--- config.mk ---
export PLATFORM = sky130hd
export DESIGN_NAME = ssc_loader
export DESIGN_NICKNAME = d
export VERILOG_FILES = /design/src/design/ssc_sync2.v /design/src/design/ssc_loader.v
export VERILOG_INCLUDE_DIRS = /design/src /design/src/pkg
export SDC_FILE = /design/constraint.sdc
export NUM_CORES = 1
export LEC_CHECK = 0
export ABC_AREA = 1
export ABC_CLOCK_PERIOD_IN_PS = 2100
export BUFFER_PORTS_ARGS = -buffer_cell sky130_fd_sc_hd__buf_2
export CORE_UTILIZATION = 45
export CTS_BUF_LIST = sky130_fd_sc_hd__clkbuf_8 sky130_fd_sc_hd__clkbuf_16
export DETAILED_ROUTE_END_ITERATION = 8
export GPL_TIMING_DRIVEN = 0
export PLACE_DENSITY = 0.78
export SLEW_MARGIN = 20
export SYNTH_ARGS = -nofsm -noshare
export SYNTH_HDL_FRONTEND = slang
export SYNTH_HIERARCHICAL = 1
export SYNTH_SLANG_ARGS = --single-unit
--- constraint.sdc ---
create_clock -name i_sys_clk -period 2.1 [get_ports i_sys_clk]
set_input_delay 0.105 -clock i_sys_clk [delete_from_list [all_inputs] [get_ports i_sys_clk]]
set_output_delay 0.105 -clock i_sys_clk [all_outputs]
set_load 0.005 [all_outputs]
--- src/pkg/ssc_defines.vh ---
// Constants for the serial setup chain loader
`ifndef SSC_DEFINES_VH
`define SSC_DEFINES_VH
`define SSC_SETUP_LEN      16'd64
`define SSC_LEN_W          16
`define SSC_SYS_CLK_MHZ    20
`define SSC_STRAP_WAIT     16'd2
`define SSC_ST_IDLE        2'h0
`define SSC_ST_LOAD        2'h1
`define SSC_ST_DONE        2'h2
`endif

--- src/design/ssc_sync2.v ---
// Two-flop synchroniser with rising edge detect on the settled level
module ssc_sync2 (
  input  wire i_sys_clk,   // System clock
  input  wire i_rst_n,     // Async reset, active low
  input  wire i_async,     // Level from outside the clock domain
  input  wire i_rst_val,   // Masks o_rise when high, kept constant
  output wire o_level,     // Synchronised level
  output wire o_rise       // One-cycle pulse on rising edge
);
  reg meta_r;
  reg sync_r;
  reg prev_r;
  always @(posedge i_sys_clk or negedge i_rst_n) begin
    if (!i_rst_n) begin
      meta_r <= 1'b1;
      sync_r <= 1'b1;
      prev_r <= 1'b1;
    end else begin
      meta_r <= i_async;
      sync_r <= meta_r;
      prev_r <= sync_r;
    end
  end
  assign o_level = sync_r;
  assign o_rise  = sync_r & ~prev_r & ~i_rst_val;
endmodule

--- src/design/ssc_loader.v ---
// Serial setup loader with chain enable and data pass-through
// What this block does
// - Enable output follows enable input only after programming finishes.
// - After programming, enable output tracks enable input low and high.
// - Completion shown for serial load and for default setup alike.
// - Low enable output means the device is ready for normal operation.
// - Unprogrammed: capture serial data on shift clock rise while enable low.
// - Loaded with enable output low: serial data passes straight through.
// - Setup storage is a shift register filled bit by bit.
`include "ssc_defines.vh"
module ssc_loader (
  input  wire                     i_sys_clk,          // System clock, 20 MHz
  input  wire                     i_rst_n,            // Master reset, low
  input  wire                     i_serial_mode,      // 1: serial load, 0: default
  input  wire                     i_shift_clk,        // Serial shift clock pin
  input  wire                     i_chain_enable_in,  // Chain enable, low active
  input  wire                     i_serial_in,        // Serial data pin
  output reg                      o_chain_enable_out, // Chain enable out
  output reg                      o_serial_out,       // Pass-through data
  output reg                      o_ready,            // Normal operation allowed
  output reg  [`SSC_SETUP_LEN-1:0] o_setup            // Loaded setup bits
);
  localparam [1:0] ST_IDLE = `SSC_ST_IDLE;
  localparam [1:0] ST_LOAD = `SSC_ST_LOAD;
  localparam [1:0] ST_DONE = `SSC_ST_DONE;
  localparam [`SSC_LEN_W-1:0] LEN = `SSC_SETUP_LEN;

  wire sclk_rise;
  wire en_lvl;
  wire si_lvl;
  wire mode_lvl;
  reg  [1:0]             state_r;
  reg  [`SSC_LEN_W-1:0]  cnt_r;

  ssc_sync2 u_sclk (
    .i_sys_clk (i_sys_clk),
    .i_rst_n   (i_rst_n),
    .i_async   (i_shift_clk),
    .i_rst_val (1'b0),
    .o_level   (),
    .o_rise    (sclk_rise)
  );
  ssc_sync2 u_en (
    .i_sys_clk (i_sys_clk),
    .i_rst_n   (i_rst_n),
    .i_async   (i_chain_enable_in),
    .i_rst_val (1'b0),
    .o_level   (en_lvl),
    .o_rise    ()
  );
  ssc_sync2 u_si (
    .i_sys_clk (i_sys_clk),
    .i_rst_n   (i_rst_n),
    .i_async   (i_serial_in),
    .i_rst_val (1'b0),
    .o_level   (si_lvl),
    .o_rise    ()
  );
  // Strap is a pin, so it is synchronised too
  ssc_sync2 u_mode (
    .i_sys_clk (i_sys_clk),
    .i_rst_n   (i_rst_n),
    .i_async   (i_serial_mode),
    .i_rst_val (1'b0),
    .o_level   (mode_lvl),
    .o_rise    ()
  );

  // Mode strap read once its synchroniser has settled
  always @(posedge i_sys_clk or negedge i_rst_n) begin
    if (!i_rst_n) begin
      state_r <= ST_IDLE;
      cnt_r   <= {`SSC_LEN_W{1'b0}};
      o_setup <= {`SSC_SETUP_LEN{1'b0}};
    end else begin
      case (state_r)
        ST_IDLE: begin
          if (cnt_r == `SSC_STRAP_WAIT) begin
            cnt_r   <= {`SSC_LEN_W{1'b0}};
            state_r <= mode_lvl ? ST_LOAD : ST_DONE;
          end else begin
            cnt_r <= cnt_r + 16'd1;
          end
        end
        ST_LOAD: begin
          // sample data on shift clock rise
          if (sclk_rise && !en_lvl) begin
            o_setup <= {o_setup[`SSC_SETUP_LEN-2:0], si_lvl};
            if (cnt_r == LEN - 16'd1)
              state_r <= ST_DONE;
            cnt_r <= cnt_r + 16'd1;
          end
        end
        ST_DONE: begin
          state_r <= ST_DONE;
        end
        default: begin
          state_r <= ST_IDLE;
        end
      endcase
    end
  end

  // Outputs registered
  always @(posedge i_sys_clk or negedge i_rst_n) begin
    if (!i_rst_n) begin
      o_chain_enable_out <= 1'b1;
      o_serial_out       <= 1'b0;
      o_ready            <= 1'b0;
    end else if (state_r == ST_DONE) begin
      o_chain_enable_out <= en_lvl;
      o_ready            <= o_ready | ~en_lvl;
      // pass data once enable out low
      o_serial_out       <= o_chain_enable_out ? 1'b0 : si_lvl;
    end else begin
      o_chain_enable_out <= 1'b1;
      o_serial_out       <= 1'b0;
      o_ready            <= 1'b0;
    end
  end
endmodule

==> reports/results.ini, run 1 <==
[status]
status=finished clean

[pwr]
power.leakage_nw=2.607
irDropWorstVdd_v=0.0003801
powerDensity_mw_per_mm2=673.7

[global_route]
grt_use_total_pct=16.50
grt_pass1_wl_mm=11.32
gr-total-overflow=0
grt_start_max_net_pins=68
grt_antenna_before_repair=0
grt_pass1_vias=2493

[worst_hold_path]
hp-class=input pin to async pin

[routing]
dr.pass1.iters=4
drt_wl_total_mm=6.670
drtIter0Drc=114
vias=2517
drc=0
wl_per_cell_um=13.00
ant_nets=0
vias_per_cell=4.906

[layout]
mostFrequentLayoutCells=84 x dfrtp_1, 76 x buf_2, 48 x mux2_2, 44 x nand2_1, 33 x nor2_1
nFillCells=715
n_antenna_cell=0
drive_gt1_share_pct=41.18
final_cell_count_no_fill=513
fin_nets=415
multiInputGateArea_mm2=0.001330
largest-register=o_setup
regArea_mm2=0.002365
syn2layout_area_growth_pct=20.32
reg_top3=o_setup x64, cnt_r x16, state_r x2
largest_register_ffs=64
final_common_cell=dfrtp_1

[critical_path]
crit_path_end_kind=flip-flop
crit_fanout=8
worstPathRequired_ps=2350
critical_path_class=flip-flop to flip-flop
rrSetupSlack_ps=270
cp.arrival_ps=2090
startpoint_type=flip-flop

[die]
core.rowCount=33
die-height_um=94.56
start_util_pct=46.68
dieArea_mm2=0.008941
die_x_um=94.56
ios=73
core_mm2=0.008258

[sta]
clock.fmax_ghz=0.5455
rsz0062_at_grt=no
fin_crit_sh_pct=87.29
timing.final.max_slew_violations=0
tns_ps=0
period_needed_ps=1833
fin_skew_ps=18.56
setup_violations=0
finalHoldViolCount=0

[clocking]
insertion_delay_ps=370
htree_levels=3
cts-buffers-inserted=9
cts.hold.buffers_added=5
path_clk_slew_ps=90
cts_buffer_depth=2
cts_tree=yes
clockRootBuffer=clkbuf_8
clock-sinks=94
post-cts-setup-buffer-count=0
cts_resized=0

[yosys]
avgSynthCellArea_um2=12.28
synth_nets=326
ys_warn_count=6
synth_cells=314
netlist_area_mm2=0.003855

[placed_design]
gp_congestion=0.8311
place_inst=492
dp_hpwl_mm=4.764
port_buffers=72

[flow_run]
max_cap_viol_count=0

[metal layers]
metal / share of wire [%] / global-route usage [%] / vias to the layer above
li1: - / - / 1196
met2: 49 / 27.60 / 58
met3: 5.4 / 4.267 / 11
met5: 0 / 0 / -
met4: 1.9 / 6.818 / 0
met1: 44 / 20.34 / 1252
[worst paths after layout]
path / start / to / cells past startpoint
max: state_r[1] / cnt_r[12] / 9
min in group i_sys_clk: u_mode/meta_r / u_mode/o_level / 0
max reg2reg: state_r[1] / cnt_r[12] / 9
max in group asynchronous: i_rst_n / o_setup[52] / 3
min reg2reg: u_mode/meta_r / u_mode/o_level / 0
min: i_rst_n / o_serial_out / 2
[report_power, final]
part | switching (W) | internal, W | total (W)
logic | 0.0000398 | 0.0000179 | 0.0000577
clock network | 0.000645 | 0.000594 | 0.00124
registers | 0.00000381 | 0.00182 | 0.00183
[per-stage QoR]
step / utilization, % / setup slack [ps] / hold WS [ps] / instance area (um^2) / total power (W)
3_3_place_gp: 52.64 / 73.41 / 210.4 / 4347 / 0.001908
6_report: 56.17 / 266.9 / 181.0 / 4638 / 0.003125
2_1_floorplan: - / 550.5 / -190.6 / 3855 / 0.001867
5_1_grt: 56.17 / 61.13 / 219.6 / 4638 / 0.003249
3_5_place_dp: 53.05 / 273.9 / -8.100 / 4380 / 0.001917
4_1_cts: 56.17 / 260.9 / 181.9 / 4638 / 0.003158
[final cells by class]
type / instances / area share, %
clock inverter: 6 / 1.511
inverter: 30 / 2.428
timing repair buffer: 78 / 9.576
clock buffer: 10 / 2.967
sequential: 94 / 50.98
tap: 105 / 2.832
multi-input combinational: 183 / 28.68
buffer: 7 / 1.025
[worst max-delay path: stages, from the launching register on]
cell	delay (ps)
dfrtp_1	420
inv_1	90
ha_1	250
nand3_2	200
nand2_2	200
nand2_1	120
nor2_1	220
nand2_1	80
nor2_1	90
nor2_1	50
No activity file was read; power rests on OpenSTA's default activity.
==> run 2, diff against run 1 <==
Settings changed: PLACE_DENSITY 0.78 to unset, PLACE_DENSITY_LB_ADDON set to 0.3.
==> run 2 against run 1 <==
Effect of this change: utilization fell by 0.23 points; die area unchanged; clock-buffer cell count is the same; worst setup slack improved by 1.3 ps; clock skew shrank 7.7 ps; global-route usage grew 0.28 points; non-clock buffer count unchanged; combinational power grew 1%; via count down 2.9%; highest routed layer unchanged.
==> reports/results.ini, run 2 (synthesized netlist as in run 1, its figures left out) <==
[status]
status=finished clean

[layout]
syn2layout_area_growth_pct=19.83
largest_register_ffs=64
mostFrequentLayoutCells=84 x dfrtp_1, 76 x buf_2, 48 x mux2_2, 44 x nand2_1, 33 x nor2_1
drive_gt1_share_pct=41.42
reg_top3=o_setup x64, cnt_r x16, state_r x2
n_antenna_cell=0
final_common_cell=dfrtp_1
largest-register=o_setup
fin_nets=415

[critical_path]
cp.arrival_ps=2080
worstPathRequired_ps=2350
crit_fanout=8
startpoint_type=flip-flop
critical_path_class=flip-flop to flip-flop
crit_path_end_kind=flip-flop

[sta]
fin_crit_sh_pct=87.23
setup_violations=0
timing.final.max_slew_violations=0
clock.fmax_ghz=0.5459
period_needed_ps=1832
finalHoldViolCount=0
tns_ps=0
fin_skew_ps=10.85
rsz0062_at_grt=no

[global_route]
grt_start_max_net_pins=76
grt_use_total_pct=16.79
gr-total-overflow=0
grt_pass1_vias=2461
grt_antenna_before_repair=0
grt_pass1_wl_mm=11.33

[placed_design]
port_buffers=72
gp_congestion=0.8286
dp_hpwl_mm=4.626

[pwr]
powerDensity_mw_per_mm2=652.2
seq_power_share_pct=60.7
p_switching_w=0.0006917
p_sw_share_pct=22.96
p_int_w=0.002321
clkPwrFrac_pct=37.4
pwr-share-comb_pct=1.9
power.leakage_nw=2.588
irDropWorstVdd_v=0.0003453
total_power_w=0.003013

[worst_hold_path]
hp-class=input pin to async pin

[routing]
ant_nets=0
drc=0
wl_per_cell_um=12.87
vias_per_cell=4.764
dr.pass1.iters=4
drt_wl_total_mm=6.601
vias=2444
drtIter0Drc=63

[flow_run]
max_cap_viol_count=0

[clocking]
insertion_delay_ps=360
cts_buffer_depth=2
post-cts-setup-buffer-count=0
clockRootBuffer=clkbuf_8
htree_levels=3
cts-buffers-inserted=9
cts_tree=yes
clock-sinks=94
path_clk_slew_ps=90

[die]
ios=73
die_x_um=94.56
start_util_pct=46.68
core.rowCount=33
dieArea_mm2=0.008941
die-height_um=94.56
core_mm2=0.008258

[run 2: critical path: stages, from the launching register on]
cell	delay [ps]
dfrtp_1	420
inv_1	90
ha_1	250
nand3_2	200
nand2_2	200
nand2_1	120
nor2_1	220
nand2_1	80
nor2_1	90
nor2_1	50
[run 2: power groups by stage]
stage	clock network [W]	logic (W)	registers, W
finish	0.00113	0.0000583	0.00183
global route	0.00124	0.0000691	0.00183
CTS	0.00117	0.0000622	0.00183
detailed placement	0	0.0000547	0.00186
global placement	0	0.0000452	0.00186
floorplan	0	0.00000511	0.00186
[run 2: area by class of cell]
class	count	area, um^2
Clock inverter	6	51.30
Buffer	7	47.55
Timing Repair Buffer	78	444.2
Multi-Input combinational cell	183	1330
Fill cell	727	3638
Tap cell	105	131.4
Inverter	30	112.6
Clock buffer	10	137.6
Sequential cell	94	2365
[run 2: final timing paths]
check	from	to	slack, ps	cells after the start
setup / recovery	state_r[1]	cnt_r[12]	270	9
hold / removal	i_rst_n	o_serial_out	150	2
setup reg to reg	state_r[1]	cnt_r[12]	270	9
hold reg to reg	u_mode/meta_r	u_mode/o_level	360	0
max in group asynchronous	i_rst_n	u_si/o_level	1310	3
min in group i_sys_clk	u_mode/meta_r	u_mode/o_level	360	0
[run 2: per-stage QoR]
step	cells	hold slack (ps)	util [%]	cell area [um^2]	setup slack (ps)
detailed placement	492	-39.15	53.05	4380	262.0
global route	513	149.7	55.94	4619	12.98
floorplan	314	-190.6	-	3855	550.5
CTS	513	136.9	55.94	4619	228.6
finish	513	146.7	55.94	4619	268.2
global placement	491	211.2	52.64	4347	71.37
[run 2: per-layer routing]
metal  vias up  wire length, um  track usage [%]
met5         -                0                0
met4         0              126            9.091
met3         8              352            4.992
met2        55             2977            26.21
met1      1191             3145            20.98
li1       1190                -                -
[run 2: repair_timing]
action	4_1_cts	5_1_grt
endpoints found under the hold margin	96	0
hold buffers	5	0
setup endpoints to repair	0	0
resized for setup	0	0
==> run 3, diff against run 2 <==
Settings changed: CELL_PAD_IN_SITES_DETAIL_PLACEMENT set to 0, CELL_PAD_IN_SITES_GLOBAL_PLACEMENT set to 1, CORE_UTILIZATION 45 to 40.
==> run 3 against run 2 <==
Effect of this change: sequential share of layout area fell by 0.59 points; global-route usage shrank 1.5 points; cell area up 1.2%; utilization is 5.6 points lower; clock power up 12%; combinational power about the same; non-clock buffer count unchanged; via count fell by 0.16%; largest power group unchanged; worst setup slack improved by 22 ps; power rose by 4.7%.
==> reports/results.ini, run 3 (synthesized netlist as in run 1, its figures left out) <==
[status]
status=finished clean

[routing]
wl_met1_mm=3.145
met2_wirelength_mm=3.212
drt_wl_total_mm=6.883
wl_met3_um=426
ant_nets=0
vias=2440
vias_per_cell=4.544
wl_per_cell_um=12.82
drtIter0Drc=56
dr.pass1.iters=4
highest_layer=met4
drc=0

[layout]
largest_register_ffs=64
mostFrequentLayoutCells=84 x dfrtp_1, 76 x buf_2, 48 x mux2_2, 44 x nand2_1, 33 x nor2_1
largest-register=o_setup
final_common_cell=dfrtp_1
reg_top3=o_setup x64, cnt_r x16, state_r x2
drive_gt1_share_pct=41.42
syn2layout_area_growth_pct=21.23
nFillCells=903
n_antenna_cell=0
final_util_pct=50.34
fin_nets=415

[die]
die-height_um=100.2
start_util_pct=41.52
core.rowCount=35
dieArea_mm2=0.01003
die_x_um=100.2
core_mm2=0.009284
ios=73

[critical_path]
crit_path_end_kind=flip-flop
r2r-end=cnt_r[12]
startpoint_type=flip-flop
r2r-start=state_r[1]
crit_slowest_cell=dfrtp_1
crit_top_cell=nor2_1
rrSetupSlack_ps=290
cp.arrival_ps=2060
cp_slowest_stage_delay_ps=430
critPathBufInv=1
r2r_cells=9
critical_path_class=flip-flop to flip-flop
crit_fanout=8
path_cells=inv_1 > ha_1 > nand3_2 > nand2_2 > nand2_1 > nor2_1 > nand2_1 > nor2_1 > nor2_1
cpLargestDelayFamily=simple AND/OR/NAND/NOR gates
worstPathRequired_ps=2360

[sta]
finalHoldViolCount=0
clock.fmax_ghz=0.5526
timing.final.max_slew_violations=0
fin_skew_ps=7.922
period_needed_ps=1810
tns_ps=0
rsz0062_at_grt=no
setup_violations=0
fin_crit_sh_pct=86.17

[global_route]
grt_start_max_net_pins=64
grt_pass1_wl_mm=11.83
grt_use_total_pct=15.32
grt_pass1_vias=2527
grt_antenna_before_repair=0
gr-total-overflow=0

[clocking]
path_clk_slew_ps=100
cts_tree=yes
htree_levels=3
insertion_delay_ps=360
clock-sinks=94
cts-buffers-inserted=9
cts_buffer_depth=2
clockRootBuffer=clkbuf_8

[pwr]
pwr-share-comb_pct=1.8
powerDensity_mw_per_mm2=675.0
irDropWorstVdd_v=0.0003662
p_sw_share_pct=22.51
clkPwrFrac_pct=40.2
p_switching_w=0.0007101
power.leakage_nw=2.606
seq_power_share_pct=57.9
p_int_w=0.002444

[worst_hold_path]
hp-class=input pin to async pin

[placed_design]
port_buffers=72
dp_hpwl_mm=4.786
gp_congestion=0.7675

[flow_run]
max_cap_viol_count=0

[run 3: per-layer routing]
metal  track usage (%)  vias to the layer above
met2             25.13                       57
met5                 0                        -
met3             5.432                        9
li1                  -                     1195
met1             18.63                     1179
met4             5.686                        0
[run 3: worst max-delay path by stage]
stage | to | from | cells after the start | slack, ps
finish | cnt_r[12] | state_r[1] | 9 | 290
global route | cnt_r[12] | state_r[1] | 9 | 60
CTS | cnt_r[12] | state_r[1] | 9 | 240
detailed placement | cnt_r[12] | state_r[1] | 9 | 270
global placement | state_r[1] | i_rst_n | 1 | 20
floorplan | o_setup[21] | state_r[1] | 6 | 550
[run 3: layout make-up]
class / instances / area (um^2) / share of cell area [%]
timing repair buffer: 78 / 444.2 / 9.505
multi-input combinational: 183 / 1330 / 28.46
sequential: 94 / 2365 / 50.60
clock inverter: 6 / 75.07 / 1.606
tap: 129 / 161.4 / 3.454
inverter: 30 / 112.6 / 2.410
clock buffer: 10 / 137.6 / 2.945
buffer: 7 / 47.55 / 1.017
[run 3: repair_timing]
| action | in CTS | in global routing |
|---|---|---|
| hold buffers | 5 | 0 |
| buffers inserted | 0 | 0 |
| endpoints found under the hold margin | 88 | 0 |
| resized for setup | 0 | 0 |
[run 3: power groups by stage]
stage / combinational (W) / sequential, W / clock [W]
finish: 0.0000580 / 0.00183 / 0.00127
floorplan: 0.00000511 / 0.00186 / 0
detailed placement: 0.0000539 / 0.00186 / 0
global placement: 0.0000460 / 0.00186 / 0
global route: 0.0000683 / 0.00183 / 0.00140
CTS: 0.0000612 / 0.00183 / 0.00132
[run 3: per-stage QoR]
step / instance area, um^2 / std cells / hold slack, ps / power, W / setup WS, ps
floorplan: 3855 / 314 / -190.6 / 0.001867 / 550.5
global placement: 4377 / 515 / 211.0 / 0.001909 / 16.74
detailed placement: 4410 / 516 / 11.98 / 0.001917 / 274.9
CTS: 4673 / 537 / 179.5 / 0.003209 / 238.8
global route: 4673 / 537 / 191.8 / 0.003296 / 59.31
finish: 4673 / 537 / 189.0 / 0.003154 / 290.4
